### config.mk
export PLATFORM = sky130hd
export DESIGN_NAME = sub_xor_swap_alu_ops
export DESIGN_NICKNAME = d
export VERILOG_FILES = /design/src/hw/alu_pkg.sv /design/src/hw/alu_core.sv /design/src/hw/sub_xor_swap_alu_ops.sv
export SDC_FILE = /design/constraint.sdc
export NUM_CORES = 1
export LEC_CHECK = 0
export BUFFER_PORTS_ARGS = -buffer_cell sky130_fd_sc_hd__buf_4
export CAP_MARGIN = 20
export CORE_MARGIN = 8
export CORE_UTILIZATION = 48
export CTS_CLUSTER_DIAMETER = 120
export CTS_CLUSTER_SIZE = 12
export DETAILED_ROUTE_END_ITERATION = 10
export GPL_ROUTABILITY_DRIVEN = 0
export GPL_TIMING_DRIVEN = 0
export PLACE_DENSITY = 0.75
export SYNTH_ARGS = -nofsm -noshare
export SYNTH_HDL_FRONTEND = slang
export SYNTH_HIERARCHICAL = 1
export SYNTH_SLANG_ARGS = --single-unit
### constraint.sdc
create_clock -name clk_i -period 2.83 [get_ports clk_i]
set_input_delay 0.7075 -clock clk_i [delete_from_list [all_inputs] [get_ports clk_i]]
set_output_delay 0.7075 -clock clk_i [all_outputs]
set_load 0.02 [all_outputs]
### src/hw/alu_pkg.sv
// constants, types and register map shared by the accumulator datapath files
package alu_pkg;

	localparam int DATA_W = 8;
	localparam int NIB_W = 4;
	localparam int BUS_W = 32;
	localparam int ADR_W = 8;

	// register byte addresses, one aligned word each
	localparam logic [ADR_W-1:0] ADDR_ACC = 8'h00;
	localparam logic [ADR_W-1:0] ADDR_FILE = 8'h04;
	localparam logic [ADR_W-1:0] ADDR_LIT = 8'h08;
	localparam logic [ADR_W-1:0] ADDR_STATUS = 8'h0C;
	localparam logic [ADR_W-1:0] ADDR_CMD = 8'h10;

	// status field positions
	localparam int ST_CARRY = 0;
	localparam int ST_DIGIT = 1;
	localparam int ST_ZERO = 2;
	localparam int ST_W = 3;

	// command field layout
	localparam int CMD_OP_W = 3;
	localparam int CMD_DEST_BIT = 3;
	localparam int CMD_W = 4;

	// reset values
	localparam logic [DATA_W-1:0] ACC_RST = 8'h00;
	localparam logic [DATA_W-1:0] FILE_RST = 8'h00;
	localparam logic [DATA_W-1:0] LIT_RST = 8'h00;
	localparam logic [ST_W-1:0] STATUS_RST = 3'h0;
	localparam logic [CMD_W-1:0] CMD_RST = 4'h0;
	localparam logic [BUS_W-1:0] BUS_ZERO = 32'h0000_0000;

	// destination select values
	localparam logic DEST_ACC = 1'b0;
	localparam logic DEST_FILE = 1'b1;

	typedef enum logic [CMD_OP_W-1:0] {
		OP_SUB_ACC_FROM_LITERAL,
		OP_SUB_ACC_FROM_FILE,
		OP_XOR_LITERAL_ACC,
		OP_SWAP_FILE_NIBBLES,
		OP_XOR_ACC_FILE
	} alu_op_t;

	typedef struct packed {
		logic [CMD_OP_W-1:0] op;
		logic dest;
		logic [DATA_W-1:0] acc;
		logic [DATA_W-1:0] file_val;
		logic [DATA_W-1:0] literal;
	} alu_in_t;

	typedef struct packed {
		logic valid;
		logic to_file;
		logic [DATA_W-1:0] result;
		logic carry;
		logic digit_carry_flag;
		logic zero;
		logic upd_carry;
		logic upd_digit;
		logic upd_zero;
	} alu_out_t;

endpackage

### src/hw/alu_core.sv
// combinational core computing result and flags for one accumulator operation
`timescale 1ns/1ps
`default_nettype none

module alu_core (
	input wire alu_pkg::alu_in_t in_i,
	output alu_pkg::alu_out_t out_o
);

	// a minus b with the no-borrow carry, nine bits wide
	function automatic logic [alu_pkg::DATA_W:0] sub9(input logic [alu_pkg::DATA_W-1:0] a,
		input logic [alu_pkg::DATA_W-1:0] b);
		logic [alu_pkg::DATA_W:0] d;
		d = {1'b0, a} - {1'b0, b};
		sub9 = {~d[alu_pkg::DATA_W], d[alu_pkg::DATA_W-1:0]};
	endfunction

	// no-borrow on the low nibbles
	function automatic logic nib_ge(input logic [alu_pkg::DATA_W-1:0] a, input logic [alu_pkg::DATA_W-1:0] b);
		nib_ge = (a[alu_pkg::NIB_W-1:0] >= b[alu_pkg::NIB_W-1:0]);
	endfunction

	// operation select and flag update masks
	always_comb begin
		logic [alu_pkg::DATA_W:0] diff;
		diff = '0;
		out_o = '0;
		case (in_i.op)
			alu_pkg::OP_SUB_ACC_FROM_LITERAL: begin
				diff = sub9(in_i.literal, in_i.acc);
				out_o.valid = 1'b1;
				out_o.result = diff[alu_pkg::DATA_W-1:0];
				out_o.carry = diff[alu_pkg::DATA_W];
				out_o.digit_carry_flag = nib_ge(in_i.literal, in_i.acc);
				out_o.upd_carry = 1'b1;
				out_o.upd_digit = 1'b1;
				out_o.upd_zero = 1'b1;
			end
			alu_pkg::OP_SUB_ACC_FROM_FILE: begin
				diff = sub9(in_i.file_val, in_i.acc);
				out_o.valid = 1'b1;
				out_o.to_file = (in_i.dest == alu_pkg::DEST_FILE);
				out_o.result = diff[alu_pkg::DATA_W-1:0];
				out_o.carry = diff[alu_pkg::DATA_W];
				out_o.digit_carry_flag = nib_ge(in_i.file_val, in_i.acc);
				out_o.upd_carry = 1'b1;
				out_o.upd_digit = 1'b1;
				out_o.upd_zero = 1'b1;
			end
			alu_pkg::OP_XOR_LITERAL_ACC: begin
				out_o.valid = 1'b1;
				out_o.result = in_i.acc ^ in_i.literal;
				out_o.upd_zero = 1'b1;
			end
			alu_pkg::OP_SWAP_FILE_NIBBLES: begin
				out_o.valid = 1'b1;
				out_o.to_file = (in_i.dest == alu_pkg::DEST_FILE);
				out_o.result = {in_i.file_val[alu_pkg::NIB_W-1:0],
					in_i.file_val[alu_pkg::DATA_W-1:alu_pkg::NIB_W]};
			end
			alu_pkg::OP_XOR_ACC_FILE: begin
				out_o.valid = 1'b1;
				out_o.to_file = (in_i.dest == alu_pkg::DEST_FILE);
				out_o.result = in_i.acc ^ in_i.file_val;
				out_o.upd_zero = 1'b1;
			end
			default: begin
				out_o.valid = 1'b0; // unused codes do nothing
			end
		endcase
		out_o.zero = (out_o.result == '0);
	end

endmodule

`default_nettype wire

### src/hw/sub_xor_swap_alu_ops.sv
// accumulator datapath for subtract, exclusive-or and nibble swap behind a wishbone slave
//
// Contract
// - literal minus accumulator to accumulator; carry and digit carry mean no borrow
// - file minus accumulator; destination bit 0 accumulator, 1 file register
// - file subtract: carry and digit carry clear when accumulator part exceeds file part
// - accumulator xor literal into accumulator, only zero flag updated
// - swap file nibbles into destination, no flag changes
// - accumulator xor file into destination, only zero flag updated
`timescale 1ns/1ps
`default_nettype none

module sub_xor_swap_alu_ops (
	input wire logic clk_i,
	input wire logic rst_i,
	input wire logic cyc_i,
	input wire logic stb_i,
	input wire logic we_i,
	input wire logic [alu_pkg::ADR_W-1:0] adr_i,
	input wire logic [alu_pkg::BUS_W-1:0] dat_i,
	input wire logic [3:0] sel_i,
	output logic [alu_pkg::BUS_W-1:0] dat_o,
	output logic ack_o
);

	logic ack_reg;
	logic [alu_pkg::BUS_W-1:0] rdata_reg;
	logic [alu_pkg::DATA_W-1:0] acc_reg;
	logic [alu_pkg::DATA_W-1:0] file_reg;
	logic [alu_pkg::DATA_W-1:0] lit_reg;
	logic [alu_pkg::ST_W-1:0] status_reg;
	logic [alu_pkg::CMD_W-1:0] cmd_reg;
	logic req;
	logic wr_take;
	logic exec;
	alu_pkg::alu_in_t alu_in;
	alu_pkg::alu_out_t alu_out;

	// bus request decode; a write lands at the edge where ack is high
	assign req = cyc_i & stb_i;
	assign wr_take = req & we_i & ack_reg & sel_i[0];
	assign exec = wr_take & (adr_i == alu_pkg::ADDR_CMD);

	// operands for the core come from the bus write data and held registers
	assign alu_in.op = dat_i[alu_pkg::CMD_OP_W-1:0];
	assign alu_in.dest = dat_i[alu_pkg::CMD_DEST_BIT];
	assign alu_in.acc = acc_reg;
	assign alu_in.file_val = file_reg;
	assign alu_in.literal = lit_reg;

	alu_core u_core (
		.in_i(alu_in),
		.out_o(alu_out)
	);

	// one wait state, ack drops the cycle after it was given
	always_ff @(posedge clk_i) begin
		if (rst_i) begin
			ack_reg <= 1'b0;
		end else begin
			ack_reg <= req & ~ack_reg;
		end
	end

	// read data captured as ack rises; unmapped addresses read zero
	always_ff @(posedge clk_i) begin
		if (rst_i) begin
			rdata_reg <= alu_pkg::BUS_ZERO;
		end else if (req & ~ack_reg) begin
			rdata_reg <= alu_pkg::BUS_ZERO;
			case (adr_i)
				alu_pkg::ADDR_ACC: rdata_reg[alu_pkg::DATA_W-1:0] <= acc_reg;
				alu_pkg::ADDR_FILE: rdata_reg[alu_pkg::DATA_W-1:0] <= file_reg;
				alu_pkg::ADDR_LIT: rdata_reg[alu_pkg::DATA_W-1:0] <= lit_reg;
				alu_pkg::ADDR_STATUS: rdata_reg[alu_pkg::ST_W-1:0] <= status_reg;
				alu_pkg::ADDR_CMD: rdata_reg[alu_pkg::CMD_W-1:0] <= cmd_reg;
				default: rdata_reg <= alu_pkg::BUS_ZERO;
			endcase
		end
	end

	assign ack_o = ack_reg;
	assign dat_o = rdata_reg;

	// accumulator: operation result when aimed here, else software write
	always_ff @(posedge clk_i) begin
		if (rst_i) begin
			acc_reg <= alu_pkg::ACC_RST;
		end else if (exec & alu_out.valid & ~alu_out.to_file) begin
			acc_reg <= alu_out.result;
		end else if (wr_take & (adr_i == alu_pkg::ADDR_ACC)) begin
			acc_reg <= dat_i[alu_pkg::DATA_W-1:0];
		end
	end

	// file register image: written back when a file-sourced operation has destination bit one
	always_ff @(posedge clk_i) begin
		if (rst_i) begin
			file_reg <= alu_pkg::FILE_RST;
		end else if (exec & alu_out.valid & alu_out.to_file) begin
			file_reg <= alu_out.result;
		end else if (wr_take & (adr_i == alu_pkg::ADDR_FILE)) begin
			file_reg <= dat_i[alu_pkg::DATA_W-1:0];
		end
	end

	// literal operand register
	always_ff @(posedge clk_i) begin
		if (rst_i) begin
			lit_reg <= alu_pkg::LIT_RST;
		end else if (wr_take & (adr_i == alu_pkg::ADDR_LIT)) begin
			lit_reg <= dat_i[alu_pkg::DATA_W-1:0];
		end
	end

	// last command written, readable back
	always_ff @(posedge clk_i) begin
		if (rst_i) begin
			cmd_reg <= alu_pkg::CMD_RST;
		end else if (exec) begin
			cmd_reg <= dat_i[alu_pkg::CMD_W-1:0];
		end
	end

	// status flags: each one only moves when its operation updates it or software writes the status word
	always_ff @(posedge clk_i) begin
		if (rst_i) begin
			status_reg <= alu_pkg::STATUS_RST;
		end else if (exec & alu_out.valid) begin
			if (alu_out.upd_carry) begin
				status_reg[alu_pkg::ST_CARRY] <= alu_out.carry;
			end
			if (alu_out.upd_digit) begin
				status_reg[alu_pkg::ST_DIGIT] <= alu_out.digit_carry_flag;
			end
			if (alu_out.upd_zero) begin
				status_reg[alu_pkg::ST_ZERO] <= alu_out.zero;
			end
		end else if (wr_take & (adr_i == alu_pkg::ADDR_STATUS)) begin
			status_reg <= dat_i[alu_pkg::ST_W-1:0];
		end
	end

	// checks on the executed operations
	sub_lit_result_a: assert property (@(posedge clk_i) disable iff (rst_i)
		exec && dat_i[alu_pkg::CMD_OP_W-1:0] == alu_pkg::OP_SUB_ACC_FROM_LITERAL
		|=> acc_reg == 8'($past(lit_reg) - $past(acc_reg))
		&& status_reg[alu_pkg::ST_CARRY] == ($past(acc_reg) <= $past(lit_reg))
		&& status_reg[alu_pkg::ST_DIGIT]
			== ($past(acc_reg[alu_pkg::NIB_W-1:0]) <= $past(lit_reg[alu_pkg::NIB_W-1:0])))
		else $error("literal subtract result or flags wrong");

	sub_file_dest_a: assert property (@(posedge clk_i) disable iff (rst_i)
		exec && dat_i[alu_pkg::CMD_OP_W-1:0] == alu_pkg::OP_SUB_ACC_FROM_FILE
		|=> ($past(dat_i[alu_pkg::CMD_DEST_BIT])
			? (file_reg == 8'($past(file_reg) - $past(acc_reg)) && $stable(acc_reg))
			: (acc_reg == 8'($past(file_reg) - $past(acc_reg)) && $stable(file_reg))))
		else $error("file subtract went to wrong destination");

	sub_file_flags_a: assert property (@(posedge clk_i) disable iff (rst_i)
		exec && dat_i[alu_pkg::CMD_OP_W-1:0] == alu_pkg::OP_SUB_ACC_FROM_FILE
		|=> status_reg[alu_pkg::ST_CARRY] == ($past(acc_reg) <= $past(file_reg))
		&& status_reg[alu_pkg::ST_DIGIT]
			== ($past(acc_reg[alu_pkg::NIB_W-1:0]) <= $past(file_reg[alu_pkg::NIB_W-1:0])))
		else $error("file subtract carry flags wrong");

	xor_lit_only_z_a: assert property (@(posedge clk_i) disable iff (rst_i)
		exec && dat_i[alu_pkg::CMD_OP_W-1:0] == alu_pkg::OP_XOR_LITERAL_ACC
		|=> acc_reg == ($past(acc_reg) ^ $past(lit_reg)) && $stable(file_reg)
		&& status_reg[alu_pkg::ST_DIGIT:alu_pkg::ST_CARRY] == $past(status_reg[alu_pkg::ST_DIGIT:alu_pkg::ST_CARRY]))
		else $error("literal xor result or flag mask wrong");

	swap_no_flags_a: assert property (@(posedge clk_i) disable iff (rst_i)
		exec && dat_i[alu_pkg::CMD_OP_W-1:0] == alu_pkg::OP_SWAP_FILE_NIBBLES
		|=> $stable(status_reg)
		&& ($past(dat_i[alu_pkg::CMD_DEST_BIT]) ? file_reg : acc_reg)
			== {$past(file_reg[alu_pkg::NIB_W-1:0]), $past(file_reg[alu_pkg::DATA_W-1:alu_pkg::NIB_W])})
		else $error("nibble swap wrong or flags moved");

	xor_file_dest_a: assert property (@(posedge clk_i) disable iff (rst_i)
		exec && dat_i[alu_pkg::CMD_OP_W-1:0] == alu_pkg::OP_XOR_ACC_FILE
		|=> ($past(dat_i[alu_pkg::CMD_DEST_BIT]) ? file_reg : acc_reg) == ($past(acc_reg) ^ $past(file_reg))
		&& status_reg[alu_pkg::ST_DIGIT:alu_pkg::ST_CARRY] == $past(status_reg[alu_pkg::ST_DIGIT:alu_pkg::ST_CARRY]))
		else $error("file xor result or flag mask wrong");

	zero_flag_a: assert property (@(posedge clk_i) disable iff (rst_i)
		exec && alu_out.valid && alu_out.upd_zero
		|=> status_reg[alu_pkg::ST_ZERO]
			== (($past(alu_out.to_file) ? file_reg : acc_reg) == '0))
		else $error("zero flag does not match result");

	ack_one_cycle_a: assert property (@(posedge clk_i) disable iff (rst_i)
		ack_o |=> !ack_o)
		else $error("ack held longer than one cycle");

	// codes past the last operation are stored but move no datapath state
	op_code_inert_a: assert property (@(posedge clk_i) disable iff (rst_i)
		exec && dat_i[alu_pkg::CMD_OP_W-1:0] > alu_pkg::OP_XOR_ACC_FILE
		|=> $stable(acc_reg) && $stable(file_reg) && $stable(status_reg))
		else $error("unused operation code changed datapath state");

	// a write without byte lane zero is acked but lands nowhere
	masked_write_a: assert property (@(posedge clk_i) disable iff (rst_i)
		req && we_i && ack_reg && !sel_i[0]
		|=> $stable(acc_reg) && $stable(file_reg) && $stable(lit_reg)
		&& $stable(status_reg) && $stable(cmd_reg))
		else $error("write without lane zero changed a register");

	ack_answer_a: assert property (@(posedge clk_i) disable iff (rst_i)
		req && !ack_o
		|=> ack_o)
		else $error("request not answered in the next cycle");

	rdata_hold_a: assert property (@(posedge clk_i) disable iff (rst_i)
		!(req && !ack_o)
		|=> $stable(dat_o))
		else $error("read data moved outside a capture edge");

	cmd_readback_a: assert property (@(posedge clk_i) disable iff (rst_i)
		exec
		|=> cmd_reg == $past(dat_i[alu_pkg::CMD_W-1:0]))
		else $error("command readback does not hold last command");

endmodule

`default_nettype wire

==> summary.md <==
| Metric | Value |
|---|---|
| Worst vdd ir | `around 0.00021 V` |
| Clk slew on worst S/H paths | `0.08 ns` |
| Final Hold Fails | `0` |
| Top_reg_cell synth | `dfxtp_1` |
| Post-synthesis cell type count | `71` |
| Worst-path fanout max | `2` |
| DRT Pass-1 Iters | `5` |
| Total CTS buffers | `5` |
| Seq/Total Area, Yosys | `22.4%` |
| Max-Cap Viols | `0` |
| Yosys top cell by area | `dfxtp_1` |
| I/O pins | `82` |
| Post-synthesis simple-gate area fraction | `20.4%` |
| Hold depth | `2` |
| Yosys warns | `6` |
| WL final | `10.3 mm` |
| Post-route DRC | `0` |
| Synth top area share | `between 20% and 30%` |
| Unrepaired setup endpoints after global routing | `true` |
| EDFF count, synth | `0` |
| Avg Cell Area, Syn | `8.55 sq um` |
| Largest net degree at the start of global routing | `14` |
| DP HPWL | `around 8 mm` |
| Initial drt markers | `333` |
| Clock latency on the worst-skew pair | `0.30 ns` |
| Post-DR vias/cell | `5.89` |
| Fin area | `4250 sq um` |
| Failing checks | `setup timing` |
| Initial core utilization | `49.4%` |
| Final core area utilization | `58.7%` |
| Post-Synth XOR/XNOR Area | `slightly below 6%` |
| Die height | `102 um` |
| P_leak | `1.88 nW` |
| First-pass GRT wire length | `16.5 mm` |
| Tcrit/Tclk final | `102%` |
| Core area | `7250 sq um` |
| Clock skew | `about 0.007 ns` |
| Mux cell area share after synthesis | `12.1%` |
| Net Sw Frac | `27.4%` |
| Setup ws final | `-0.0597 ns` |
| ANT nets after route | `0` |
| Ys async rst share | `0%` |
| Routed WL per cell | `17.6 um` |
| Layout cells sized above 1 | `24.2%` |
| Nets | `555` |
| Cell Area, Synth | `3580 sq um` |
| Leading cell types in the layout, fill and taps excluded | `buf_4, mux2i_1, dfxtp_1` |
| Pwr Density | `around 290 nW/um^2` |
| CP endpoint kind | `flop` |
| Fmax | `346 MHz` |
| Max transition margin | `50.2%` |
| Cell Rows | `31` |
| Register area | `813 sq um` |
| Critical Path AT | `3.10 ns` |
| Fin. max-slew vios | `0` |
| CTS tree | `built` |
| Compound-Gate Fraction of Synth Area | `between 20 and 25%` |
| Setup violations, final | `1` |
| Fin crit period | `2.89 ns` |
| PortBufs | `30` |
| CTS H-tree depth | `2` |
| Antenna violations before repair | `0` |
| Net switching power | `0.000341 W` |
| FILL cells | `667` |
| GRT overflow | `0` |
| Critical path required time | `3.04 ns` |
| Crit path kind | `reg2reg` |
| Die W | `102 um` |
| CTS Root Cell | `clkbuf_8` |
| Worst reg2reg path depth | `11` |
| Synth Register Bits | `40` |
| Logic pwr share | `16.3%` |
| Worst Max-Slew Pin Slew | `0.745 ns` |
| Largest family of logic cells by synthesized area | `compound AO/OA/AOI/OAI gates` |
| Status | `finished with violations` |
| Int Pwr | `roughly 0.0009 W` |
| Area taken by multi-input logic gates | `2570 sq um` |
| Clock share of power | `38.4%` |
| Commonest non-fill, non-tap cell in the layout | `buf_4` |
| Syn-to-layout area delta | `18.8%` |
| HP Class | `reg2reg` |
| CTS sink count | `40` |
| Global Route Usage Sum | `a little under 20%` |
| Via count of the first global-routing pass | `3302` |
| Synth Area in Adders | `7.41%` |
| Setup crit start kind | `flop` |
| Area contributors post-synth | `dfxtp_1, mux2i_1, ha_1` |
| Clock buffer depth | `2` |
| Final TNS setup | `-0.0597 ns` |
| Overall Power | `~0.0012 W` |
| ANT cells | `0` |
| Place WS | `-0.383 ns` |
| Total die area | `10500 sq um` |
| Via count | `around 3500` |
| Sequential power share | `45.2%` |
| Area post-placement | `4020 sq um` |
| Synthesized instance count | `419` |
[power by group through the flow]
| stage | clock network, W | logic (W) | registers, W |
|---|---|---|---|
| 2_1_floorplan | 0 | 0.000129 | 0.000577 |
| 3_3_place_gp | 0 | 0.000189 | 0.000577 |
| 4_1_cts | 0.000481 | 0.000195 | 0.000562 |
| 3_5_place_dp | 0 | 0.000192 | 0.000577 |
| 5_1_grt | 0.000497 | 0.000215 | 0.000562 |
| 6_report | 0.000477 | 0.000203 | 0.000562 |
[Yosys cell counts, types with 4 or more instances]
library cell / number
dfxtp_1: 40
mux2i_1: 40
nor2_1: 27
buf_4: 26
a211oi_1: 22
nand2_1: 21
ha_1: 18
a21oi_1: 17
xor2_1: 17
o21ai_0: 14
inv_1: 11
nor3_1: 11
clkbuf_1: 10
nor3b_1: 10
nor2b_1: 8
buf_2: 7
xnor2_1: 7
nand2b_1: 6
nand3_1: 5
o21ai_1: 5
a22o_1: 4
nand4b_1: 4
o21a_1: 4
o22ai_1: 4
o2bb2ai_1: 4
[layout make-up]
type	instances	area share [%]
multi-input cells	344	60.5
flip-flops and latches	40	19.1
plain buffers	47	7.35
repair buffers	37	6.53
well taps	99	2.91
clock buffers	5	1.62
clock inverters	3	1.00
inverters	11	0.971
[worst max-delay path: stages, from the launching register on]
cell      delay, ns
dfxtp_4        0.38
inv_2          0.04
ha_2           0.18
fa_2           0.52
mux2i_1        0.09
a32oi_1        0.23
o21ai_2        0.11
or4_1          0.55
nor2_1         0.14
nor4b_4        0.26
mux2i_1        0.12
a211oi_1       0.19
[stage by stage]
stage               cells  hold WS, ns
floorplan             442        0.460
detailed placement    571        0.449
global route          586        0.495
global placement      571        0.443
finish                586        0.463
CTS                   584        0.468
[final timing paths]
check        slack, ns       endpoint         from
max              -0.06  status_reg[2]  file_reg[0]
min               0.46       dat_o[1]     dat_o[1]
max reg2reg      -0.06  status_reg[2]  file_reg[0]
min reg2reg       0.46       dat_o[1]     dat_o[1]
[timing repair]
| item | 4_1_cts | 5_1_grt |
|---|---|---|
| endpoints found under the setup margin | 9 | 15 |
| hold buffers | 0 | 0 |
| pin swaps | 2 | 4 |
| gates resized for setup | 17 | 11 |
| hold endpoints to repair | 0 | 0 |
| buffers inserted | 5 | 2 |
[per-layer routing]
| layer | share of wire (%) | vias up | GRT usage (%) |
|---|---|---|---|
| li1 | - | 1656 | - |
| met1 | 44 | 1635 | 25.6 |
| met4 | 1.6 | 0 | 4.97 |
| met5 | 0 | - | 0 |
| met3 | 6.0 | 15 | 1.63 |
| met2 | 48 | 144 | 33.9 |
[logic make-up after synthesis]
logic type,after synthesis
xor gates and xnor gates,24
other,1
buffers and inverters,58
AOI/OAI and AO/OA,110
DFF,40
muxes,43
adders and majority gates,20
and+or+nand+nor,123
Power figures use the tool's default switching activity.
